<file path="src/design/fcsm_defines.svh">
`ifndef FCSM_DEFINES_SVH
`define FCSM_DEFINES_SVH

// ----------------------------------------
// command codes
// ----------------------------------------
`define CMD_READ_ARRAY 8'hff
`define CMD_PGM_SETUP 8'h40
`define CMD_PGM_SETUP_ALT 8'h10
`define CMD_BP_SETUP 8'he8
`define CMD_ERS_SETUP 8'h20
`define CMD_BUFFERED_FACTORY_PROGRAM_SETUP 8'h80
`define CMD_CONFIRM 8'hd0
`define CMD_SUSPEND 8'hb0
`define CMD_READ_STATUS 8'h70
`define CMD_CLEAR_STATUS 8'h50
`define CMD_READ_ID 8'h90
`define CMD_QUERY 8'h98
`define CMD_LOCK_SETUP 8'h60
`define CMD_LOCK_BLOCK 8'h01
`define CMD_LOCK_DOWN 8'h2f
`define CMD_CONFIG_SET 8'h03

// ----------------------------------------
// register offsets (byte addresses)
// ----------------------------------------
`define REG_CMD 8'h00
`define REG_STATUS 8'h04
`define REG_MODES 8'h08
`define REG_IRQ_STAT 8'h0c
`define REG_IRQ_MASK 8'h10

// ----------------------------------------
// status word bits, error groups, irq bits
// ----------------------------------------
`define SW_READY 7
`define SW_ERS_SUSP 6
`define SW_ERS_ERR 5
`define SW_PGM_ERR 4
`define SW_VPP_ERR 3
`define SW_PGM_SUSP 2
`define SW_LOCK_ERR 1
`define SW_PART 0
`define SW_RESET 8'h80
`define ERR_SEQ 4'hc
`define IRQ_DONE 0
`define IRQ_SEQ 1
`define IRQ_SUSP 2
`define IRQ_RESET 3'h0
`define PARAM_PART 2'h0

`endif

</file>
<file path="src/design/fcsm_pkg.sv">
package fcsm_pkg;

  typedef enum logic [4:0] {
    ST_READY = 5'h00, ST_LOCK_SETUP = 5'h01, ST_BUFFERED_FACTORY_PROGRAM_SETUP = 5'h02, ST_PGM_SETUP = 5'h03,
    ST_PGM_BUSY = 5'h04, ST_PGM_SUSP = 5'h05, ST_BP_SETUP = 5'h06, ST_BP_LOAD1 = 5'h07,
    ST_BP_LOAD2 = 5'h08, ST_BP_CONFIRM = 5'h09, ST_BP_BUSY = 5'h0a, ST_BP_SUSP = 5'h0b,
    ST_ERS_SETUP = 5'h0c, ST_ERS_BUSY = 5'h0d, ST_ERS_SUSP = 5'h0e, ST_PGM_SETUP_ES = 5'h0f,
    ST_PGM_BUSY_ES = 5'h10, ST_LOCK_SETUP_ES = 5'h11
  } chip_state_type;

  typedef enum logic [1:0] {
    MODE_ARRAY = 2'h0, MODE_ID = 2'h1, MODE_QUERY = 2'h2, MODE_STATUS = 2'h3
  } read_mode_type;

  typedef struct packed {
    logic ers_err;
    logic pgm_err;
    logic vpp_err;
    logic lock_err;
  } status_state_type;

  typedef struct packed {
    read_mode_type [3:0] mode;
  } mode_state_type;

  typedef struct packed {
    chip_state_type chip;
    logic [1:0] op_part;
    logic [1:0] cmd_part;
    logic [4:0] buf_left;
    logic ack;
    logic [31:0] rdat;
    logic [2:0] irq_stat;
    logic [2:0] irq_mask;
  } main_state_type;

endpackage : fcsm_pkg

</file>
<file path="src/design/status_word_unit.sv">
`timescale 1ns/1ns
`default_nettype none
`include "fcsm_defines.svh"
module status_word_unit
  import fcsm_pkg::*;
(
  // clock and reset
  input wire logic i_clock,
  input wire logic i_rst,
  input wire logic i_clk_en,
  // sticky error control
  input wire logic i_clear,
  input wire logic [3:0] i_err_set,
  // live machine state
  input wire logic i_busy,
  input wire logic i_ers_susp,
  input wire logic i_pgm_susp,
  input wire logic i_other_part,
  // composed word
  output logic [7:0] o_status_word
);

  status_state_type st_ff;
  status_state_type nxt_st;

  // clear first, then set, so a set in the same cycle wins
  always_comb
  begin
    nxt_st = st_ff;
    if (i_clear)
    begin
      nxt_st = '0;
    end
    nxt_st = nxt_st | i_err_set;
  end

  // state register
  always_ff @(posedge i_clock or posedge i_rst)
  begin
    if (i_rst)
      st_ff <= '0;
    else if (i_clk_en)
      st_ff <= nxt_st;
  end

  // compose live and sticky bits
  always_comb
  begin
    o_status_word = `SW_RESET;
    o_status_word[`SW_READY] = !i_busy;
    o_status_word[`SW_ERS_SUSP] = i_ers_susp;
    o_status_word[`SW_ERS_ERR] = st_ff.ers_err;
    o_status_word[`SW_PGM_ERR] = st_ff.pgm_err;
    o_status_word[`SW_VPP_ERR] = st_ff.vpp_err;
    o_status_word[`SW_PGM_SUSP] = i_pgm_susp;
    o_status_word[`SW_LOCK_ERR] = st_ff.lock_err;
    o_status_word[`SW_PART] = i_busy && i_other_part;
  end

  property p_sticky_err;
    @(posedge i_clock) disable iff (i_rst)
    o_status_word[`SW_PGM_ERR] && !(i_clear && i_clk_en) |=> o_status_word[`SW_PGM_ERR];
  endproperty
  a_sticky_err: assert property (p_sticky_err) else $error("error bit dropped without clear");

endmodule : status_word_unit
`default_nettype wire

</file>
<file path="src/design/partition_read_mode.sv">
`timescale 1ns/1ns
`default_nettype none
`include "fcsm_defines.svh"
module partition_read_mode
  import fcsm_pkg::*;
(
  // clock and reset
  input wire logic i_clock,
  input wire logic i_rst,
  input wire logic i_clk_en,
  // interpreted command
  input wire logic i_cmd_taken,
  input wire logic [7:0] i_cmd_code,
  input wire logic [1:0] i_cmd_part,
  // array activity
  input wire logic i_busy,
  input wire logic [1:0] i_op_part,
  // per-partition outputs
  output logic [7:0] o_read_modes,
  output logic [3:0] o_query_ok
);

  mode_state_type st_ff;
  mode_state_type nxt_st;

  // only the addressed partition changes; others keep their mode
  always_comb
  begin
    nxt_st = st_ff;
    if (i_cmd_taken)
    begin
      unique case (i_cmd_code)
        `CMD_READ_ARRAY: nxt_st.mode[i_cmd_part] = MODE_ARRAY;
        `CMD_READ_ID: nxt_st.mode[i_cmd_part] = MODE_ID;
        `CMD_QUERY: nxt_st.mode[i_cmd_part] = MODE_QUERY;
        `CMD_READ_STATUS, `CMD_PGM_SETUP, `CMD_PGM_SETUP_ALT, `CMD_BP_SETUP,
        `CMD_ERS_SETUP, `CMD_BUFFERED_FACTORY_PROGRAM_SETUP, `CMD_LOCK_SETUP: nxt_st.mode[i_cmd_part] = MODE_STATUS;
        default: nxt_st = st_ff;
      endcase
    end
  end

  // state register
  always_ff @(posedge i_clock or posedge i_rst)
  begin
    if (i_rst)
      st_ff <= '0;
    else if (i_clk_en)
      st_ff <= nxt_st;
  end

  assign o_read_modes = st_ff;

  // query data blocked while the parameter partition is busy
  generate
    for (genvar p = 0; p < 4; p++)
    begin : g_query
      assign o_query_ok[p] = (st_ff.mode[p] == MODE_QUERY) && !(i_busy && i_op_part == `PARAM_PART);
    end
  endgenerate

  property p_query_mode;
    @(posedge i_clock) disable iff (i_rst)
    i_cmd_taken && i_cmd_code == `CMD_QUERY |=> st_ff.mode[$past(i_cmd_part)] == MODE_QUERY;
  endproperty
  a_query_mode: assert property (p_query_mode) else $error("query mode not entered");

  property p_mode_hold;
    @(posedge i_clock) disable iff (i_rst)
    !i_cmd_taken |=> $stable(o_read_modes);
  endproperty
  a_mode_hold: assert property (p_mode_hold) else $error("read mode changed without command");

endmodule : partition_read_mode
`default_nettype wire

</file>
<file path="src/design/flash_command_state_machine.sv">
`timescale 1ns/1ns
`default_nettype none
`include "fcsm_defines.svh"
module flash_command_state_machine
  import fcsm_pkg::*;
(
  // clock and reset
  input wire logic i_clock,
  input wire logic i_rst,
  input wire logic i_clk_en,
  // wishbone slave
  input wire logic i_wb_cyc,
  input wire logic i_wb_stb,
  input wire logic i_wb_we,
  input wire logic [7:0] i_wb_adr,
  input wire logic [31:0] i_wb_dat,
  input wire logic [3:0] i_wb_sel,
  output logic [31:0] o_wb_dat,
  output logic o_wb_ack,
  // array engine
  output logic o_array_run,
  output logic [1:0] o_array_kind,
  output logic [1:0] o_array_part,
  input wire logic i_array_done,
  input wire logic i_array_fail,
  input wire logic i_array_vpp_low,
  input wire logic i_array_locked,
  // partition read side
  output logic [7:0] o_read_modes,
  output logic [3:0] o_query_ok,
  output logic [7:0] o_status_word,
  // interrupt
  output logic o_irq
);

  // ----------------------------------------
  // decode helpers
  // ----------------------------------------
  function automatic logic is_busy(input chip_state_type s);
    return s inside {ST_PGM_BUSY, ST_BP_BUSY, ST_ERS_BUSY, ST_PGM_BUSY_ES};
  endfunction : is_busy

  function automatic logic is_cmd_state(input chip_state_type s);
    return s inside {ST_READY, ST_PGM_BUSY, ST_PGM_SUSP, ST_BP_BUSY, ST_BP_SUSP,
                     ST_ERS_BUSY, ST_ERS_SUSP, ST_PGM_BUSY_ES};
  endfunction : is_cmd_state

  main_state_type st_ff;
  main_state_type nxt_st;
  logic wb_req;
  logic cmd_pulse;
  logic [7:0] cmd_code;
  logic [1:0] cmd_part;
  logic [3:0] err_set;
  logic [2:0] ev;
  logic clr_sw;
  logic busy;
  logic ers_susp;
  logic pgm_susp;

  // bus request and command cycle strobe
  assign wb_req = i_wb_cyc && i_wb_stb && !st_ff.ack;
  assign cmd_pulse = wb_req && i_wb_we && i_wb_adr == `REG_CMD && i_wb_sel[0] && i_clk_en;
  assign cmd_code = i_wb_dat[7:0];
  assign cmd_part = i_wb_dat[9:8];
  assign busy = is_busy(st_ff.chip);
  assign ers_susp = st_ff.chip inside {ST_ERS_SUSP, ST_PGM_SETUP_ES, ST_PGM_BUSY_ES, ST_LOCK_SETUP_ES};
  assign pgm_susp = st_ff.chip inside {ST_PGM_SUSP, ST_BP_SUSP};

  // ----------------------------------------
  // next state
  // ----------------------------------------
  always_comb
  begin
    nxt_st = st_ff;
    err_set = 4'h0;
    ev = 3'h0;
    clr_sw = 1'b0;
    nxt_st.ack = i_wb_cyc && i_wb_stb && !st_ff.ack;
    // chip state from present state and command code only
    if (cmd_pulse)
    begin
      nxt_st.cmd_part = cmd_part;
      if (is_cmd_state(st_ff.chip) && cmd_code == `CMD_CLEAR_STATUS)
        clr_sw = 1'b1;
      unique case (st_ff.chip)
        ST_READY:
        begin
          unique case (cmd_code)
            `CMD_PGM_SETUP, `CMD_PGM_SETUP_ALT: nxt_st.chip = ST_PGM_SETUP;
            `CMD_BP_SETUP: nxt_st.chip = ST_BP_SETUP;
            `CMD_ERS_SETUP: nxt_st.chip = ST_ERS_SETUP;
            `CMD_BUFFERED_FACTORY_PROGRAM_SETUP: nxt_st.chip = ST_BUFFERED_FACTORY_PROGRAM_SETUP;
            `CMD_LOCK_SETUP: nxt_st.chip = ST_LOCK_SETUP;
            default: nxt_st.chip = ST_READY;
          endcase
          nxt_st.op_part = cmd_part;
        end
        ST_LOCK_SETUP, ST_LOCK_SETUP_ES:
        begin
          nxt_st.chip = (st_ff.chip == ST_LOCK_SETUP) ? ST_READY : ST_ERS_SUSP;
          if (!(cmd_code inside {`CMD_LOCK_BLOCK, `CMD_CONFIRM, `CMD_LOCK_DOWN, `CMD_CONFIG_SET}))
          begin
            err_set = `ERR_SEQ;
            ev[`IRQ_SEQ] = 1'b1;
          end
        end
        ST_BUFFERED_FACTORY_PROGRAM_SETUP, ST_ERS_SETUP, ST_BP_CONFIRM:
        begin
          if (cmd_code == `CMD_CONFIRM)
            nxt_st.chip = (st_ff.chip == ST_ERS_SETUP) ? ST_ERS_BUSY :
                          (st_ff.chip == ST_BP_CONFIRM) ? ST_BP_BUSY : ST_READY;
          else
          begin
            nxt_st.chip = ST_READY;
            err_set = `ERR_SEQ;
            ev[`IRQ_SEQ] = 1'b1;
          end
        end
        ST_PGM_SETUP: nxt_st.chip = ST_PGM_BUSY;
        ST_PGM_SETUP_ES: nxt_st.chip = ST_PGM_BUSY_ES;
        ST_BP_SETUP:
        begin
          nxt_st.chip = ST_BP_LOAD1;
          nxt_st.buf_left = i_wb_dat[4:0];
        end
        ST_BP_LOAD1: nxt_st.chip = ST_BP_LOAD2;
        ST_BP_LOAD2:
        begin
          if (st_ff.buf_left != 5'h00)
            nxt_st.buf_left = st_ff.buf_left - 5'h01;
        end
        ST_PGM_BUSY, ST_BP_BUSY, ST_ERS_BUSY:
        begin
          if (cmd_code == `CMD_SUSPEND)
          begin
            nxt_st.chip = (st_ff.chip == ST_PGM_BUSY) ? ST_PGM_SUSP :
                          (st_ff.chip == ST_BP_BUSY) ? ST_BP_SUSP : ST_ERS_SUSP;
            ev[`IRQ_SUSP] = 1'b1;
          end
        end
        ST_PGM_SUSP, ST_BP_SUSP:
        begin
          if (cmd_code == `CMD_CONFIRM)
            nxt_st.chip = (st_ff.chip == ST_PGM_SUSP) ? ST_PGM_BUSY : ST_BP_BUSY;
        end
        ST_ERS_SUSP:
        begin
          unique case (cmd_code)
            `CMD_CONFIRM: nxt_st.chip = ST_ERS_BUSY;
            `CMD_PGM_SETUP, `CMD_PGM_SETUP_ALT: nxt_st.chip = ST_PGM_SETUP_ES;
            `CMD_LOCK_SETUP: nxt_st.chip = ST_LOCK_SETUP_ES;
            `CMD_ERS_SETUP, `CMD_BP_SETUP, `CMD_BUFFERED_FACTORY_PROGRAM_SETUP:
            begin
              err_set = `ERR_SEQ;
              ev[`IRQ_SEQ] = 1'b1;
            end
            default: nxt_st.chip = ST_ERS_SUSP;
          endcase
        end
        ST_PGM_BUSY_ES: nxt_st.chip = ST_PGM_BUSY_ES;
        default: nxt_st.chip = ST_READY;
      endcase
    end
    // buffer fully loaded: move on to confirm one clock later, without a bus write
    if (st_ff.chip == ST_BP_LOAD2 && st_ff.buf_left == 5'h00 && i_clk_en)
      nxt_st.chip = ST_BP_CONFIRM;
    // array completion, wins over a same-cycle suspend
    if (i_array_done && busy)
    begin
      nxt_st.chip = (st_ff.chip == ST_PGM_BUSY_ES) ? ST_ERS_SUSP : ST_READY;
      err_set = err_set | {i_array_fail && st_ff.chip == ST_ERS_BUSY,
                           i_array_fail && st_ff.chip != ST_ERS_BUSY, i_array_vpp_low, i_array_locked};
      ev[`IRQ_DONE] = 1'b1;
    end
    // read data and read-to-clear irq status
    if (wb_req && !i_wb_we)
    begin
      unique case (i_wb_adr)
        `REG_STATUS: nxt_st.rdat = {19'h00000, st_ff.chip, o_status_word};
        `REG_MODES: nxt_st.rdat = {18'h00000, st_ff.op_part, o_query_ok, o_read_modes};
        `REG_IRQ_STAT: nxt_st.rdat = {29'h00000000, st_ff.irq_stat};
        `REG_IRQ_MASK: nxt_st.rdat = {29'h00000000, st_ff.irq_mask};
        `REG_CMD: nxt_st.rdat = {22'h000000, st_ff.cmd_part, 8'h00};
        default: nxt_st.rdat = 32'h00000000;
      endcase
      if (i_wb_adr == `REG_IRQ_STAT)
        nxt_st.irq_stat = 3'h0;
    end
    if (wb_req && i_wb_we && i_wb_adr == `REG_IRQ_MASK && i_wb_sel[0])
      nxt_st.irq_mask = i_wb_dat[2:0];
    // new events set after the clear
    nxt_st.irq_stat = nxt_st.irq_stat | ev;
  end

  // ----------------------------------------
  // state register
  // ----------------------------------------
  always_ff @(posedge i_clock or posedge i_rst)
  begin
    if (i_rst)
    begin
      st_ff <= '0;
      st_ff.irq_stat <= `IRQ_RESET;
    end
    else if (i_clk_en)
      st_ff <= nxt_st;
  end

  // outputs
  assign o_wb_ack = st_ff.ack;
  assign o_wb_dat = st_ff.rdat;
  assign o_array_run = busy;
  assign o_array_part = st_ff.op_part;
  assign o_array_kind = st_ff.chip inside {ST_ERS_BUSY, ST_ERS_SUSP} ? 2'h3 :
                        st_ff.chip inside {ST_BP_BUSY, ST_BP_SUSP} ? 2'h2 : 2'h1;
  assign o_irq = |(st_ff.irq_stat & st_ff.irq_mask);

  // ----------------------------------------
  // submodules
  // ----------------------------------------
  status_word_unit u_status (
    .i_clock(i_clock),
    .i_rst(i_rst),
    .i_clk_en(i_clk_en),
    .i_clear(clr_sw),
    .i_err_set(err_set),
    .i_busy(busy),
    .i_ers_susp(ers_susp),
    .i_pgm_susp(pgm_susp),
    .i_other_part(st_ff.cmd_part != st_ff.op_part),
    .o_status_word(o_status_word)
  );

  partition_read_mode u_modes (
    .i_clock(i_clock),
    .i_rst(i_rst),
    .i_clk_en(i_clk_en),
    .i_cmd_taken(cmd_pulse && is_cmd_state(st_ff.chip)),
    .i_cmd_code(cmd_code),
    .i_cmd_part(cmd_part),
    .i_busy(busy),
    .i_op_part(st_ff.op_part),
    .o_read_modes(o_read_modes),
    .o_query_ok(o_query_ok)
  );

  // ----------------------------------------
  // assertions
  // ----------------------------------------
  property p_ready_bit;
    @(posedge i_clock) disable iff (i_rst)
    o_status_word[`SW_READY] == !o_array_run;
  endproperty
  a_ready_bit: assert property (p_ready_bit) else $error("ready bit disagrees with busy");

  property p_bad_erase_confirm;
    @(posedge i_clock) disable iff (i_rst)
    cmd_pulse && st_ff.chip == ST_ERS_SETUP && cmd_code != `CMD_CONFIRM
    |=> st_ff.chip == ST_READY && o_status_word[`SW_ERS_ERR] && o_status_word[`SW_PGM_ERR];
  endproperty
  a_bad_erase_confirm: assert property (p_bad_erase_confirm) else $error("bad erase confirm not flagged");

  property p_erase_suspend;
    @(posedge i_clock) disable iff (i_rst)
    cmd_pulse && st_ff.chip == ST_ERS_BUSY && cmd_code == `CMD_SUSPEND && !i_array_done
    |=> st_ff.chip == ST_ERS_SUSP ##0 o_status_word[`SW_ERS_SUSP];
  endproperty
  a_erase_suspend: assert property (p_erase_suspend) else $error("erase suspend not entered");

  property p_erase_resume;
    @(posedge i_clock) disable iff (i_rst)
    cmd_pulse && st_ff.chip == ST_ERS_SUSP && cmd_code == `CMD_CONFIRM |=> o_array_run && o_array_kind == 2'h3;
  endproperty
  a_erase_resume: assert property (p_erase_resume) else $error("erase not resumed");

  // bus writes are never in adjacent cycles, so each step is checked on its own
  property p_bp_steps;
    @(posedge i_clock) disable iff (i_rst)
    cmd_pulse && st_ff.chip == ST_BP_LOAD1 |=> st_ff.chip == ST_BP_LOAD2;
  endproperty
  a_bp_steps: assert property (p_bp_steps) else $error("buffered load steps wrong");

  property p_bp_setup;
    @(posedge i_clock) disable iff (i_rst)
    cmd_pulse && st_ff.chip == ST_BP_SETUP |=> st_ff.chip == ST_BP_LOAD1;
  endproperty
  a_bp_setup: assert property (p_bp_setup) else $error("buffered setup did not load");

  property p_nested_program;
    @(posedge i_clock) disable iff (i_rst)
    cmd_pulse && st_ff.chip == ST_ERS_SUSP && cmd_code == `CMD_PGM_SETUP
    |=> st_ff.chip == ST_PGM_SETUP_ES && o_status_word[`SW_ERS_SUSP];
  endproperty
  a_nested_program: assert property (p_nested_program) else $error("nested program setup missed");

  property p_suspend_seq_err;
    @(posedge i_clock) disable iff (i_rst)
    cmd_pulse && st_ff.chip == ST_ERS_SUSP && cmd_code == `CMD_ERS_SETUP
    |=> o_status_word[`SW_READY] && o_status_word[`SW_ERS_ERR] && o_status_word[`SW_PGM_ERR];
  endproperty
  a_suspend_seq_err: assert property (p_suspend_seq_err) else $error("suspend sequence error not shown");

  property p_single_op;
    @(posedge i_clock) disable iff (i_rst)
    o_array_run && $past(o_array_run) |-> $stable(o_array_part);
  endproperty
  a_single_op: assert property (p_single_op) else $error("active partition changed mid operation");

endmodule : flash_command_state_machine
`default_nettype wire

</file>
<file path="config.mk">
export PLATFORM = sky130hd
export DESIGN_NAME = flash_command_state_machine
export DESIGN_NICKNAME = d
export VERILOG_FILES = /design/src/design/fcsm_pkg.sv /design/src/design/status_word_unit.sv /design/src/design/partition_read_mode.sv /design/src/design/flash_command_state_machine.sv
export VERILOG_INCLUDE_DIRS = /design/src /design/src/design
export SDC_FILE = /design/constraint.sdc
export NUM_CORES = 1
export LEC_CHECK = 0
export ABC_AREA = 0
export BUFFER_PORTS_ARGS = -buffer_cell sky130_fd_sc_hd__buf_2
export CORE_ASPECT_RATIO = 0.75
export CORE_MARGIN = 1.5
export CORE_UTILIZATION = 55
export CTS_BUF_LIST = sky130_fd_sc_hd__clkbuf_2
export DETAILED_ROUTE_END_ITERATION = 6
export PLACE_DENSITY = 0.85
export SYNTH_ARGS = -nofsm -noshare
export SYNTH_HDL_FRONTEND = slang
export SYNTH_SLANG_ARGS = --single-unit
</file>
<file path="constraint.sdc">
create_clock -name i_clock -period 4.15 [get_ports i_clock]
set_input_delay 0.83 -clock i_clock [delete_from_list [all_inputs] [get_ports i_clock]]
set_output_delay 0.83 -clock i_clock [all_outputs]
set_load 0.05 [all_outputs]
</file>
==> impl_results.md <==
- Status: complete, no violations
- GRT Util Overall: 28.3%
- Post-synth top cells: 51 x nand2_1, 47 x dfrtp_1, 36 x buf_4
- Max FO, Critical Path: 22
- Number of vias per cell: 6.50
- GR peak layer: met2
- Mapped cell area: 3670 um2
- Pre-CTS setup slack: 1.05 ns
- Synthesis Warnings: 0
- Worst skew pair latency: 0.43 ns
- Async set-or-reset flop fraction in the synthesized netlist: 100%
- Synth top area share: 32.0%
- Sequential element share of the synthesized area: 32.0%
- Max Cap Viol: 0
- Cell count after synthesis: 442
- FF+latch count, synth: 47
- DR iter-0 viols: 396
- Pleak: 1.81 nW
- PwrDens: 223 nW/um2
- DRC Markers: 0
- RSZ-0062 raised after global routing: no
- First-pass GRT wire length: 16200 um
- Core ar.: 6380 um2
- Starting Density: 57.6%
- Antenna viol nets, final: 0
- Final Skew: 0.0165 ns
- Routed WL per cell: 18.3 um
- Type of the worst setup path: reg -> out
- DRT Pass-1 Iters: 7
- Final Critical Period: 3.62 ns
- CTS resizes: 0
- Setup-failing EPs final: 0
- Post-layout util: 61.3%
- Die W: 97.4 um
- # diodes: 0
- H-tree depth: 2
- Final nets: 531
- Layout cells sized above 1: 25.2%
- # clock sinks: 47
- Final wirelength: 10200 um
- Final period utilization: 87.2%
- Slew margin rel.: 31.8%
- Via Count: 3626
- Area leader, netlist: dfrtp_1
- CTS tree: built
- Worst VDD drop: 0.122 mV
- Die footprint: 7180 um2
- WHS: 0.509 ns
- Vias in the first global route: 3200
- RD Place Congestion: 1.01
- Clock Path Buffers: 2
- Post-synth EDFFs: 0
- Final hold violations: 0
- Area growth syn-to-layout: 6.40%
- CTS root buffer: clkbuf_2
- Hold buffers post-CTS: 0
- Slew Limit Fails: 0
- GR Util met1: 41.2%
- CTS Buf Count: 5
- Row cnt: 25
- Most frequent cell after synthesis: nand2_1
- GRT Residual Overflow: 0
- Worst Tran Pin Value: 1.02 ns
- Unique masters post-synth: 70
- Multi-input logic area: 2140 um2
- R2R depth: 5
- Hold Crit Depth: 2
- DP HPWL: 7450 um
- GR Layer Usage met2: 42.3%
- Post-route setup slack: 0.533 ns
- Total negative slack: 0 ns
- I/O pin count: 113
- Critical path arrival: 2.79 ns
- Startpoint types: flop
- Sequential cell area: 1180 um2
- Crit. End Element: primary output
- Avg Inst Size Synth: 8.31 um2
- Top_reg_cell synth: dfrtp_1
- CP required: 3.32 ns
- Grt met3 use: 6.85%
- Worst hold path class: reg -> reg
- Initial antenna violation count: 0
- Main area contributors after synthesis: dfrtp_1 32%, buf_4 7.4%, nand2_1 5.2%
- Largest net degree at the start of global routing: 48
- # port buffers: 69
- Post-CTS Setup Inserts: 0
- Die Y: 73.8 um
- Fmax: 0.276 GHz
- Fillcell total: 547
- Clock-pin slew on the worst setup and hold paths: 0.26 ns
## power breakdown
group	internal [W]	total, W	leakage, nW	switching [W]
sequential	0.000461	0.000465	0.602	0.00000373
combinational	0.0000350	0.000146	1.17	0.000111
clock	0.000102	0.000263	0.0429	0.000161
total	0.000598	0.000873	1.81	0.000275
## path summary, 6_finish.rpt
kind                                   from       endpoint  slack (ns)
worst min register to register  o_wb_dat[6]    o_wb_dat[6]        0.51
min in group asynchronous             i_rst      st_ff[49]        0.59
max in group asynchronous             i_rst       st_ff[1]        2.92
worst max-delay path              st_ff[50]  o_query_ok[0]        0.53
worst min-delay path            o_wb_dat[6]    o_wb_dat[6]        0.51
worst max register to register    st_ff[50]      st_ff[49]        1.24
## worst max-delay path, cell delays in order, from the launching register on
cell and delay, ns:
dfrtp_1 0.68, or4b_2 0.77, o22ai_2 0.27, nand2_1 0.17, and3b_1 0.24, buf_2 0.22
## cells by family (layout without fill, tap and decap cells)
logic type,after synthesis,after routing,synth area share (%)
XOR/XNOR,6,6,1.43
flip-flops,47,47,32.0
AO/OA/AOI/OAI,110,110,21.5
multiplexers,14,14,4.16
AND/OR/NAND/NOR,189,189,29.0
buffers and inverters,74,92,11.4
adder cells (fa/ha/maj),1,1,0.341
other,1,18,0.102
## per-stage QoR
stage                     std cells  total power [W]  cell area [um2]
final                           558         0.000873             3910
after global routing            558         0.000908             3910
after CTS                       558         0.000874             3910
after detailed placement        550         0.000616             3840
after global placement          550         0.000612             3840
after floorplan                 459         0.000590             3740
## cell type report
class | instances | share of cell area, %
timing repair buffer | 74 | 9.80
clock buffer | 5 | 0.640
tap | 81 | 2.59
clock inverter | 3 | 1.12
inverter | 10 | 0.960
multi-input combinational | 338 | 54.8
sequential | 47 | 30.1
## cells in the final DEF (no fill, tap or decap), types with 10 or more instances in the layout
cell type | synthesis | routed
dfrtp_1 | 47 | 47
conb_1 | 1 | 18
o21ai_0 | 26 | 26
a21oi_1 | 12 | 12
nor2_1 | 25 | 25
nand3_1 | 19 | 19
nor3_1 | 10 | 10
mux2_2 | 10 | 10
buf_2 | 5 | 69
o211ai_1 | 12 | 12
nand2_1 | 51 | 51
## registers in the layout, summed over array words and instances, names as in the netlist
name	cells
o_wb_ack	1
o_wb_dat	14
o_array_part	2
u_modes.o_read_modes	8
st_ff	18
u_status.o_status_word	4
## metal layers
| layer | vias up | wire length [um] |
|---|---|---|
| li1 | 1640 | - |
| met1 | 1723 | 4340 |
| met2 | 235 | 4460 |
| met3 | 28 | 1170 |
| met4 | 0 | 227 |
| met5 | - | 0 |
Note: power is estimated with default switching activity, not from simulation.
